**src/verilog/autoboot_pkg.sv**
```systemverilog
package autoboot_pkg;

  // Timebase
  localparam int unsigned CLK_MHZ = 250;
  localparam int unsigned DOWNLOAD_WAIT_MS = 175;
  localparam int unsigned RETRY_WAIT_MS = 5;
  localparam int unsigned CYC_PER_MS = CLK_MHZ * 1000;
  localparam int unsigned DOWNLOAD_WAIT_CYC = DOWNLOAD_WAIT_MS * CYC_PER_MS;
  localparam int unsigned RETRY_WAIT_CYC = RETRY_WAIT_MS * CYC_PER_MS;
  // Decoder reset hold, starting as page and request are set
  localparam int unsigned RESET_HOLD_CYC = 16;

  // Address layout
  localparam int unsigned LOW_ADDR_BITS = 16;
  localparam int unsigned PAGE_BITS = 2;
  localparam logic [19:0] TABLE_REGION_ADDR = 20'h30000;

  // Page codes {hi, lo}
  localparam logic [1:0] PAGE_SIMPLE_BOOT = 2'h1;
  localparam logic [1:0] PAGE_TABLE_APP = 2'h2;
  localparam logic [1:0] PAGE_TABLE_DATA =
    TABLE_REGION_ADDR[LOW_ADDR_BITS +: PAGE_BITS];

  // Variable read default
  localparam int unsigned VAR_WIDTH = 16;
  localparam logic [15:0] VERIFY_DEFAULT = 16'hA55A;

  typedef enum logic [3:0] {
    ST_IDLE = 4'h0,
    ST_RESET = 4'h1,
    ST_DL_WAIT = 4'h2,
    ST_READ1 = 4'h3,
    ST_RETRY_WAIT = 4'h4,
    ST_READ2 = 4'h5,
    ST_TABLE_PAGE = 4'h6,
    ST_LAUNCH = 4'h7,
    ST_READY = 4'h8
  } boot_state_t;

  // Variable read answer
  typedef struct packed {
    logic valid;
    logic [15:0] data;
  } read_rsp_t;

  // Pins toward the decoder and ROM
  typedef struct packed {
    logic reset_n;
    logic autoboot_request_n_oe;
    logic [1:0] page;
  } boot_pins_t;

endpackage : autoboot_pkg

```
**src/verilog/paged_rom_autoboot_sequencer.sv**
```systemverilog
// What this block does
// - Two-page image uses one page line
// - In reset, select upper code page
// - Hold autoboot request low until reset rises
// - Drive autoboot request open-drain only
// - Wait 175 ms after reset release
// - Mask interrupt input during download wait
// - Verify boot by comparing variable to default
// - On mismatch wait 5 ms, read again
// - Second mismatch restarts boot from reset
// - Four 64K pages chosen by two bits
// - Table application boots from page two
// - Page to table region before launch
// - Configuration at launch, after table page set for table app
`timescale 1ns/1ns
`default_nettype none

module paged_rom_autoboot_sequencer #(
  parameter int unsigned DL_WAIT_CYC = autoboot_pkg::DOWNLOAD_WAIT_CYC,
  parameter int unsigned RETRY_CYC = autoboot_pkg::RETRY_WAIT_CYC,
  parameter int unsigned HOLD_CYC = autoboot_pkg::RESET_HOLD_CYC,
  parameter logic [15:0] VERIFY_VALUE = autoboot_pkg::VERIFY_DEFAULT
) (
  // Clock and reset
  input wire logic clk_i,
  input wire logic nrst_i,
  // Boot command
  input wire logic start_i,
  input wire logic table_app_i,
  // Variable read port toward the serial engine
  output logic read_req_o,
  input wire logic read_valid_i,
  input wire logic [15:0] read_data_i,
  // Launch handshake toward the message engine
  output logic launch_req_o,
  input wire logic launch_done_i,
  // Decoder pins
  output logic decoder_reset_n_o,
  input wire logic autoboot_request_n_i,
  output logic autoboot_request_n_o,
  output logic autoboot_request_n_oe_o,
  output logic host_page_select_lo_o,
  output logic host_page_select_hi_o,
  // Host side
  output logic interrupt_request_o,
  output logic config_enable_o,
  output logic booted_o,
  output logic [7:0] restart_count_o
);

  localparam int unsigned TW = 28;

  autoboot_pkg::boot_state_t state_ff;
  autoboot_pkg::boot_state_t nxt_state;
  autoboot_pkg::boot_pins_t pins_ff;
  autoboot_pkg::boot_pins_t nxt_pins;
  autoboot_pkg::read_rsp_t rsp;
  logic table_ff;
  logic read_req_ff;
  logic launch_ff;
  logic cfg_ff;
  logic booted_ff;
  logic irq_ff;
  logic [7:0] restarts_ff;
  logic [1:0] irq_sync_ff;
  logic timer_load;
  logic [TW-1:0] timer_count;
  logic timer_done;
  logic timer_busy;

  assign rsp.valid = read_valid_i;
  assign rsp.data = read_data_i;

  // Code page for the chosen application
  function automatic logic [1:0] boot_page(input logic table_app);
    boot_page = table_app ? autoboot_pkg::PAGE_TABLE_APP
                          : autoboot_pkg::PAGE_SIMPLE_BOOT;
  endfunction : boot_page

  wire match_w = rsp.valid && (rsp.data == VERIFY_VALUE);
  wire miss_w = rsp.valid && (rsp.data != VERIFY_VALUE);
  wire [1:0] code_page_w = boot_page(table_ff);
  wire dl_masked_w = (state_ff == autoboot_pkg::ST_RESET) ||
                     (state_ff == autoboot_pkg::ST_DL_WAIT);

  wait_timer #(
    .WIDTH(TW)
  ) u_timer (
    .clk_i(clk_i),
    .nrst_i(nrst_i),
    .load_i(timer_load),
    .count_i(timer_count),
    .done_o(timer_done),
    .busy_o(timer_busy)
  );

  always_comb begin
    nxt_state = state_ff;
    nxt_pins = pins_ff;
    timer_load = 1'b0;
    timer_count = '0;
    case (state_ff)
      autoboot_pkg::ST_IDLE: begin
        if (start_i) begin
          nxt_state = autoboot_pkg::ST_RESET;
          nxt_pins.reset_n = 1'b0;
          nxt_pins.autoboot_request_n_oe = 1'b1;
          nxt_pins.page = boot_page(table_app_i);
          timer_load = 1'b1;
          timer_count = TW'(HOLD_CYC);
        end
      end
      autoboot_pkg::ST_RESET: begin
        nxt_pins.page = code_page_w;
        if (timer_done) begin
          // Request stays low across the reset rising edge
          nxt_pins.reset_n = 1'b1;
          nxt_state = autoboot_pkg::ST_DL_WAIT;
          timer_load = 1'b1;
          timer_count = TW'(DL_WAIT_CYC);
        end
      end
      autoboot_pkg::ST_DL_WAIT: begin
        // Let go so the decoder can own the shared pin
        nxt_pins.autoboot_request_n_oe = 1'b0;
        if (timer_done) begin
          nxt_state = autoboot_pkg::ST_READ1;
        end
      end
      autoboot_pkg::ST_READ1: begin
        if (match_w) begin
          nxt_state = table_ff ? autoboot_pkg::ST_TABLE_PAGE
                               : autoboot_pkg::ST_LAUNCH;
        end else if (miss_w) begin
          nxt_state = autoboot_pkg::ST_RETRY_WAIT;
          timer_load = 1'b1;
          timer_count = TW'(RETRY_CYC);
        end
      end
      autoboot_pkg::ST_RETRY_WAIT: begin
        if (timer_done) begin
          nxt_state = autoboot_pkg::ST_READ2;
        end
      end
      autoboot_pkg::ST_READ2: begin
        if (match_w) begin
          nxt_state = table_ff ? autoboot_pkg::ST_TABLE_PAGE
                               : autoboot_pkg::ST_LAUNCH;
        end else if (miss_w) begin
          nxt_state = autoboot_pkg::ST_RESET;
          nxt_pins.reset_n = 1'b0;
          nxt_pins.autoboot_request_n_oe = 1'b1;
          timer_load = 1'b1;
          timer_count = TW'(HOLD_CYC);
        end
      end
      autoboot_pkg::ST_TABLE_PAGE: begin
        // Decoder reads tables at run time from this page
        nxt_pins.page = autoboot_pkg::PAGE_TABLE_DATA;
        nxt_state = autoboot_pkg::ST_LAUNCH;
      end
      autoboot_pkg::ST_LAUNCH: begin
        if (launch_done_i) begin
          nxt_state = autoboot_pkg::ST_READY;
        end
      end
      autoboot_pkg::ST_READY: begin
        if (start_i) begin
          nxt_state = autoboot_pkg::ST_RESET;
          nxt_pins.reset_n = 1'b0;
          nxt_pins.autoboot_request_n_oe = 1'b1;
          nxt_pins.page = boot_page(table_app_i);
          timer_load = 1'b1;
          timer_count = TW'(HOLD_CYC);
        end
      end
      default: begin
        nxt_state = autoboot_pkg::ST_IDLE;
      end
    endcase
  end

  wire leave_ready_w = (state_ff == autoboot_pkg::ST_IDLE ||
                        state_ff == autoboot_pkg::ST_READY) && start_i;
  wire is_read_w = (nxt_state == autoboot_pkg::ST_READ1) ||
                   (nxt_state == autoboot_pkg::ST_READ2);

  always_ff @(posedge clk_i) begin
    if (!nrst_i) begin
      state_ff <= autoboot_pkg::ST_IDLE;
      pins_ff <= '{reset_n: 1'b0, autoboot_request_n_oe: 1'b0, page: 2'h0};
      table_ff <= 1'b0;
    end else begin
      state_ff <= nxt_state;
      pins_ff <= nxt_pins;
      table_ff <= leave_ready_w ? table_app_i : table_ff;
    end
  end

  // Read request stands until the answer arrives
  always_ff @(posedge clk_i) begin
    if (!nrst_i) begin
      read_req_ff <= 1'b0;
      launch_ff <= 1'b0;
      cfg_ff <= 1'b0;
      booted_ff <= 1'b0;
    end else begin
      read_req_ff <= is_read_w && !rsp.valid;
      launch_ff <= (nxt_state == autoboot_pkg::ST_LAUNCH) && !launch_done_i;
      // Configuration only while in launch, dropped at ready; for the table app the table page is already on the lines
      cfg_ff <= nxt_state == autoboot_pkg::ST_LAUNCH;
      booted_ff <= nxt_state == autoboot_pkg::ST_READY;
    end
  end

  always_ff @(posedge clk_i) begin
    if (!nrst_i) begin
      restarts_ff <= 8'h00;
    end else if (state_ff == autoboot_pkg::ST_READ2 && miss_w) begin
      restarts_ff <= restarts_ff + 8'h01;
    end
  end

  // Shared pin is asynchronous to this clock
  always_ff @(posedge clk_i) begin
    if (!nrst_i) begin
      irq_sync_ff <= 2'h3;
      irq_ff <= 1'b0;
    end else begin
      irq_sync_ff <= {irq_sync_ff[0], autoboot_request_n_i};
      irq_ff <= !irq_sync_ff[1] && !dl_masked_w &&
                !pins_ff.autoboot_request_n_oe;
    end
  end

  assign decoder_reset_n_o = pins_ff.reset_n;
  assign autoboot_request_n_o = 1'b0;
  assign autoboot_request_n_oe_o = pins_ff.autoboot_request_n_oe;
  assign host_page_select_lo_o = pins_ff.page[0];
  assign host_page_select_hi_o = pins_ff.page[1];
  assign read_req_o = read_req_ff;
  assign launch_req_o = launch_ff;
  assign config_enable_o = cfg_ff;
  assign booted_o = booted_ff;
  assign interrupt_request_o = irq_ff;
  assign restart_count_o = restarts_ff;

  property p_req_low_at_release;
    @(posedge clk_i) disable iff (!nrst_i)
      $rose(pins_ff.reset_n) |-> pins_ff.autoboot_request_n_oe;
  endproperty
  a_req_low_at_release: assert property (p_req_low_at_release)
    else $error("request released before reset rose");

  property p_page_stable;
    @(posedge clk_i) disable iff (!nrst_i)
      (state_ff == autoboot_pkg::ST_DL_WAIT) |-> $stable(pins_ff.page);
  endproperty
  a_page_stable: assert property (p_page_stable)
    else $error("page moved during download wait");

  property p_dl_timer_runs;
    @(posedge clk_i) disable iff (!nrst_i)
      (state_ff == autoboot_pkg::ST_DL_WAIT) |-> (timer_busy || timer_done);
  endproperty
  a_dl_timer_runs: assert property (p_dl_timer_runs)
    else $error("download wait left without timer");

  property p_irq_masked;
    @(posedge clk_i) disable iff (!nrst_i)
      (state_ff == autoboot_pkg::ST_DL_WAIT) |=> !irq_ff;
  endproperty
  a_irq_masked: assert property (p_irq_masked)
    else $error("interrupt passed during download wait");

  property p_table_before_launch;
    @(posedge clk_i) disable iff (!nrst_i)
      (cfg_ff && table_ff) |-> (pins_ff.page == 2'h3);
  endproperty
  a_table_before_launch: assert property (p_table_before_launch)
    else $error("launch without table page");

  property p_retry_reset;
    @(posedge clk_i) disable iff (!nrst_i)
      (state_ff == autoboot_pkg::ST_READ2 && miss_w) |=> !pins_ff.reset_n;
  endproperty
  a_retry_reset: assert property (p_retry_reset)
    else $error("second mismatch did not restart");

  property p_first_miss_waits;
    @(posedge clk_i) disable iff (!nrst_i)
      (state_ff == autoboot_pkg::ST_READ1 && miss_w) |=>
        (state_ff == autoboot_pkg::ST_RETRY_WAIT) [*2];
  endproperty
  a_first_miss_waits: assert property (p_first_miss_waits)
    else $error("no retry wait after first mismatch");

  property p_match_goes_on;
    @(posedge clk_i) disable iff (!nrst_i)
      (state_ff == autoboot_pkg::ST_READ1 && match_w) |=> booted_ff == 1'b0
        && (state_ff != autoboot_pkg::ST_RETRY_WAIT);
  endproperty
  a_match_goes_on: assert property (p_match_goes_on)
    else $error("match treated as failure");

  property p_reset_page;
    @(posedge clk_i) disable iff (!nrst_i)
      (state_ff == autoboot_pkg::ST_RESET && !table_ff) |->
        pins_ff.page == 2'h1;
  endproperty
  a_reset_page: assert property (p_reset_page)
    else $error("wrong code page in reset");

endmodule : paged_rom_autoboot_sequencer

`default_nettype wire

```
**src/verilog/wait_timer.sv**
```systemverilog
`timescale 1ns/1ns
`default_nettype none

// Down-counter: load starts it, done pulses once when it reaches zero
module wait_timer #(
  parameter int unsigned WIDTH = 28
) (
  // Clock and reset
  input wire logic clk_i,
  input wire logic nrst_i,
  // Control
  input wire logic load_i,
  input wire logic [WIDTH-1:0] count_i,
  // Status
  output logic done_o,
  output logic busy_o
);

  logic [WIDTH-1:0] cnt_ff;
  logic run_ff;
  logic done_ff;
  wire last_w = run_ff && (cnt_ff == '0);

  always_ff @(posedge clk_i) begin
    if (!nrst_i) begin
      cnt_ff <= '0;
      run_ff <= 1'b0;
      done_ff <= 1'b0;
    end else if (load_i) begin
      cnt_ff <= count_i;
      run_ff <= 1'b1;
      done_ff <= 1'b0;
    end else begin
      cnt_ff <= last_w ? cnt_ff : cnt_ff - 1'b1;
      run_ff <= run_ff && !last_w;
      done_ff <= last_w;
    end
  end

  assign done_o = done_ff;
  assign busy_o = run_ff;

endmodule : wait_timer

`default_nettype wire

```
**config.mk**
```make
export PLATFORM = sky130hd
export DESIGN_NAME = paged_rom_autoboot_sequencer
export DESIGN_NICKNAME = d
export VERILOG_FILES = /design/src/verilog/autoboot_pkg.sv /design/src/verilog/paged_rom_autoboot_sequencer.sv /design/src/verilog/wait_timer.sv
export SDC_FILE = /design/constraint.sdc
export NUM_CORES = 1
export LEC_CHECK = 0
export ABC_AREA = 1
export BUFFER_PORTS_ARGS = -buffer_cell sky130_fd_sc_hd__buf_2
export CORE_UTILIZATION = 50
export CTS_BUF_LIST = sky130_fd_sc_hd__clkbuf_4 sky130_fd_sc_hd__clkbuf_8
export DETAILED_ROUTE_END_ITERATION = 10
export HOLD_SLACK_MARGIN = 0.1
export PLACE_DENSITY = 0.8
export RECOVER_POWER = 50
export SYNTH_ARGS = -nofsm -noshare
export SYNTH_HDL_FRONTEND = slang
export SYNTH_SLANG_ARGS = --single-unit
```
**constraint.sdc**
```tcl
create_clock -name clk_i -period 5.3 [get_ports clk_i]
set_input_delay 0.265 -clock clk_i [delete_from_list [all_inputs] [get_ports clk_i]]
set_output_delay 0.265 -clock clk_i [all_outputs]
set_load 0.01 [all_outputs]
```
==> impl_metrics.ini <==
[floorplanning]
rows = 27
coreArea_um2 = 5640
fp.dieW_um = 79.6
ios = 41
die_y_um = 79.6
die-area_um2 = 6330
start_util_pct = 53.3

[setup_path]
path_buf_inv = 3
critPathMaxStageDelay_ps = 390
r2r_slack_ps = 3310
worstReg2RegEnd = restart_count_o[6]
start_kind = register
path_delay_family = simple AND/OR/NAND/NOR gates
crit_chain = inv_1 -> nor2_1 -> nand3_1 -> inv_1 -> nand3_1 -> inv_1 -> nand3_1 -> o21ai_0 -> a21oi_1
crit_path_max_fanout = 9
cp-end-kind = register
reg2reg_from = state_ff[2]
crit_arrival_ps = 2200
rr_worst_depth = 9
cp.required_ps = 5500
crit_type = reg2reg
critPathSlowestCell = dfxtp_1

[placed_design]
post-dp-hpwl_um = 5300
numPortBuffers = 39
place.gp.congestion = 0.906

[yosys]
synth_nets = 477
syn_area_um2 = 3010
synth_edf_count = 0
ys_seq_area_share_pct = 35.9
ys.flop_type = dfxtp_1
ys_async_sr_fraction_pct = 0
ys_types = 38
avgSynthCellArea_um2 = 6.65
netlist_instances = 452
ys_ff_latch = 54
synth_warnings = 0

[min_path]
hold_path_class = in2reg
hp-start = autoboot_request_n_i
min_path_cells = 2
hold_end = irq_sync_ff[0]

[global_route]
grt_pass1_vias = 2676
grt_usage_pct = 23.4
grt_max_degree = 27
antenna_found_initial = 0
grt_overflow = 0
grt_first_pass_wirelength_um = 11500

[clock_network]
cts_buffer_depth = 2
cts_made_buffers = 5
cts_resized = 0
cts_sinks = 54
cts_setup_buffers = 0
clk_pin_slew_ps = 100
cts_root_buffer = clkbuf_8
holdBufCountCts = 0
htreeDepth = 2
cts_tree = done
insertion_delay_ps = 310

[timing]
tns_ps = 0
setup_viol = 0
period_minus_slack_ps = 1990
final-hold-violation-count = 0
tightest_slew_ps = 732
slew-limit-headroom_pct = 50.9
max_freq_mhz = 502
fin_skew_ps = 9.72
rsz0062_at_grt = false
slew_viol_final = 0
period_share_pct = 37.6

[cells_and_area]
final_common_cell = nand2_1
fillers = 546
syn_to_final_growth_pct = 10.2
multi_input_area_um2 = 1640
insertedDiodeCount = 0
regArea_um2 = 1080
final_core_util_pct = 58.8
final_layout_size_suffix_gt1_share_pct = 10.6
mostFrequentLayoutCells = 103 x nand2_1, 91 x nor2_1, 59 x inv_1
final_nets = 516

[run_status]
status = completed

[route]
via_per_inst = 5.17
num_vias = 2915
routed_wl_um = 6840
wl_per_cell_um = 12.1
postRouteAntennaNets = 0
drtIter0Drc = 184
dr.pass1.iters = 5
drc = 0

[job]
cap_viol_max_count = 0

[power_and_ir_drop]
max-vdd-ir-drop_v = 0.000256
power.density_nw_per_um2 = 468
p_leak_nw = 1.61
metal layers:
metal / GRT usage, % / vias to the layer above / share of wire [%]
met3: 3.89 / 8 / 4.5
met2: 42.0 / 60 / 49
li1: - / 1499 / -
met5: 0 / - / 0
met4: 7.82 / 0 / 1.0
met1: 28.0 / 1348 / 45
area by class of cell:
type                       count  share of cell area [%]
timing repair buffer          39                    5.21
inverter                      62                    7.06
multi-input combinational    329                    49.4
clock buffer                   6                    2.49
sequential                    54                    32.6
clock inverter                 2                   0.491
tap                           72                    2.72
registers in the layout (all words and copies together) (netlist names):
register and cells:
read_req_o 1, decoder_reset_n_o 1, irq_sync_ff 2, booted_o 1, interrupt_request_o 1, config_enable_o 1, host_page_select_hi_o 1, host_page_select_lo_o 1
u_timer.done_o 1, autoboot_request_n_oe_o 1, state_ff 4, u_timer.cnt_ff 28, restart_count_o 8, u_timer.busy_o 1, table_ff 1, launch_req_o 1
metrics by stage:
stage	power, mW	cells	area [um^2]	setup slack [ps]	hold slack, ps
3_3_place_gp	1.29	556	3250	3430	387
2_1_floorplan	1.15	452	3010	3610	344
5_1_grt	1.68	564	3320	3030	127
6_report	1.55	564	3320	3310	138
4_1_cts	1.55	564	3350	3350	134
3_5_place_dp	1.30	556	3250	3370	390
cells in the mapped netlist (6+ instances only):
cell     count  share of area, %
nand3_1     21               3.5
o21ai_0     14               2.3
nand2_1    102                13
dfxtp_1     54                36
inv_1       58               7.2
nand4_1     10               2.1
xor2_1      14               4.1
nor3_1       8               1.3
nand2_2      6               1.2
xnor2_1      9               2.6
nor2_1      90                11
a21oi_1     19               3.2
worst reg2reg max path: stages, from the launching register on:
cell     delay (ps)
dfxtp_1         390
inv_1            70
nor2_1          200
nand3_1         210
inv_1           130
nand3_1         310
inv_1           220
nand3_1         110
o21ai_0         180
a21oi_1          60
where the power goes:
part	total (mW)	switching (mW)	internal, mW
logic	0.759	0.479	0.280
clock network	0.246	0.138	0.108
registers	0.548	0.0729	0.475
worst max path at each step:
stage	depth (start not counted)	slack (ps)	end	startpoint
after floorplan	9	3610	u_timer.cnt_ff[4]	u_timer.cnt_ff[0]
after global routing	9	3030	restart_count_o[6]	state_ff[2]
after global placement	11	3430	u_timer.cnt_ff[9]	u_timer.cnt_ff[0]
final	9	3310	restart_count_o[6]	state_ff[2]
after CTS	11	3350	u_timer.cnt_ff[20]	u_timer.cnt_ff[0]
after detailed placement	11	3370	u_timer.cnt_ff[9]	u_timer.cnt_ff[0]
cell families after synthesis:
group	after synthesis	share of synthesized area, %
muxes	1	0.333
adders and majority gates	2	0.832
other	1	0.125
AOI/OAI and AO/OA	38	6.61
and+or+nand+nor	264	40.4
buffers and inverters	69	9.07
xor gates and xnor gates	23	6.70
DFF	54	35.9
Note: power is estimated with default switching activity, not from simulation.
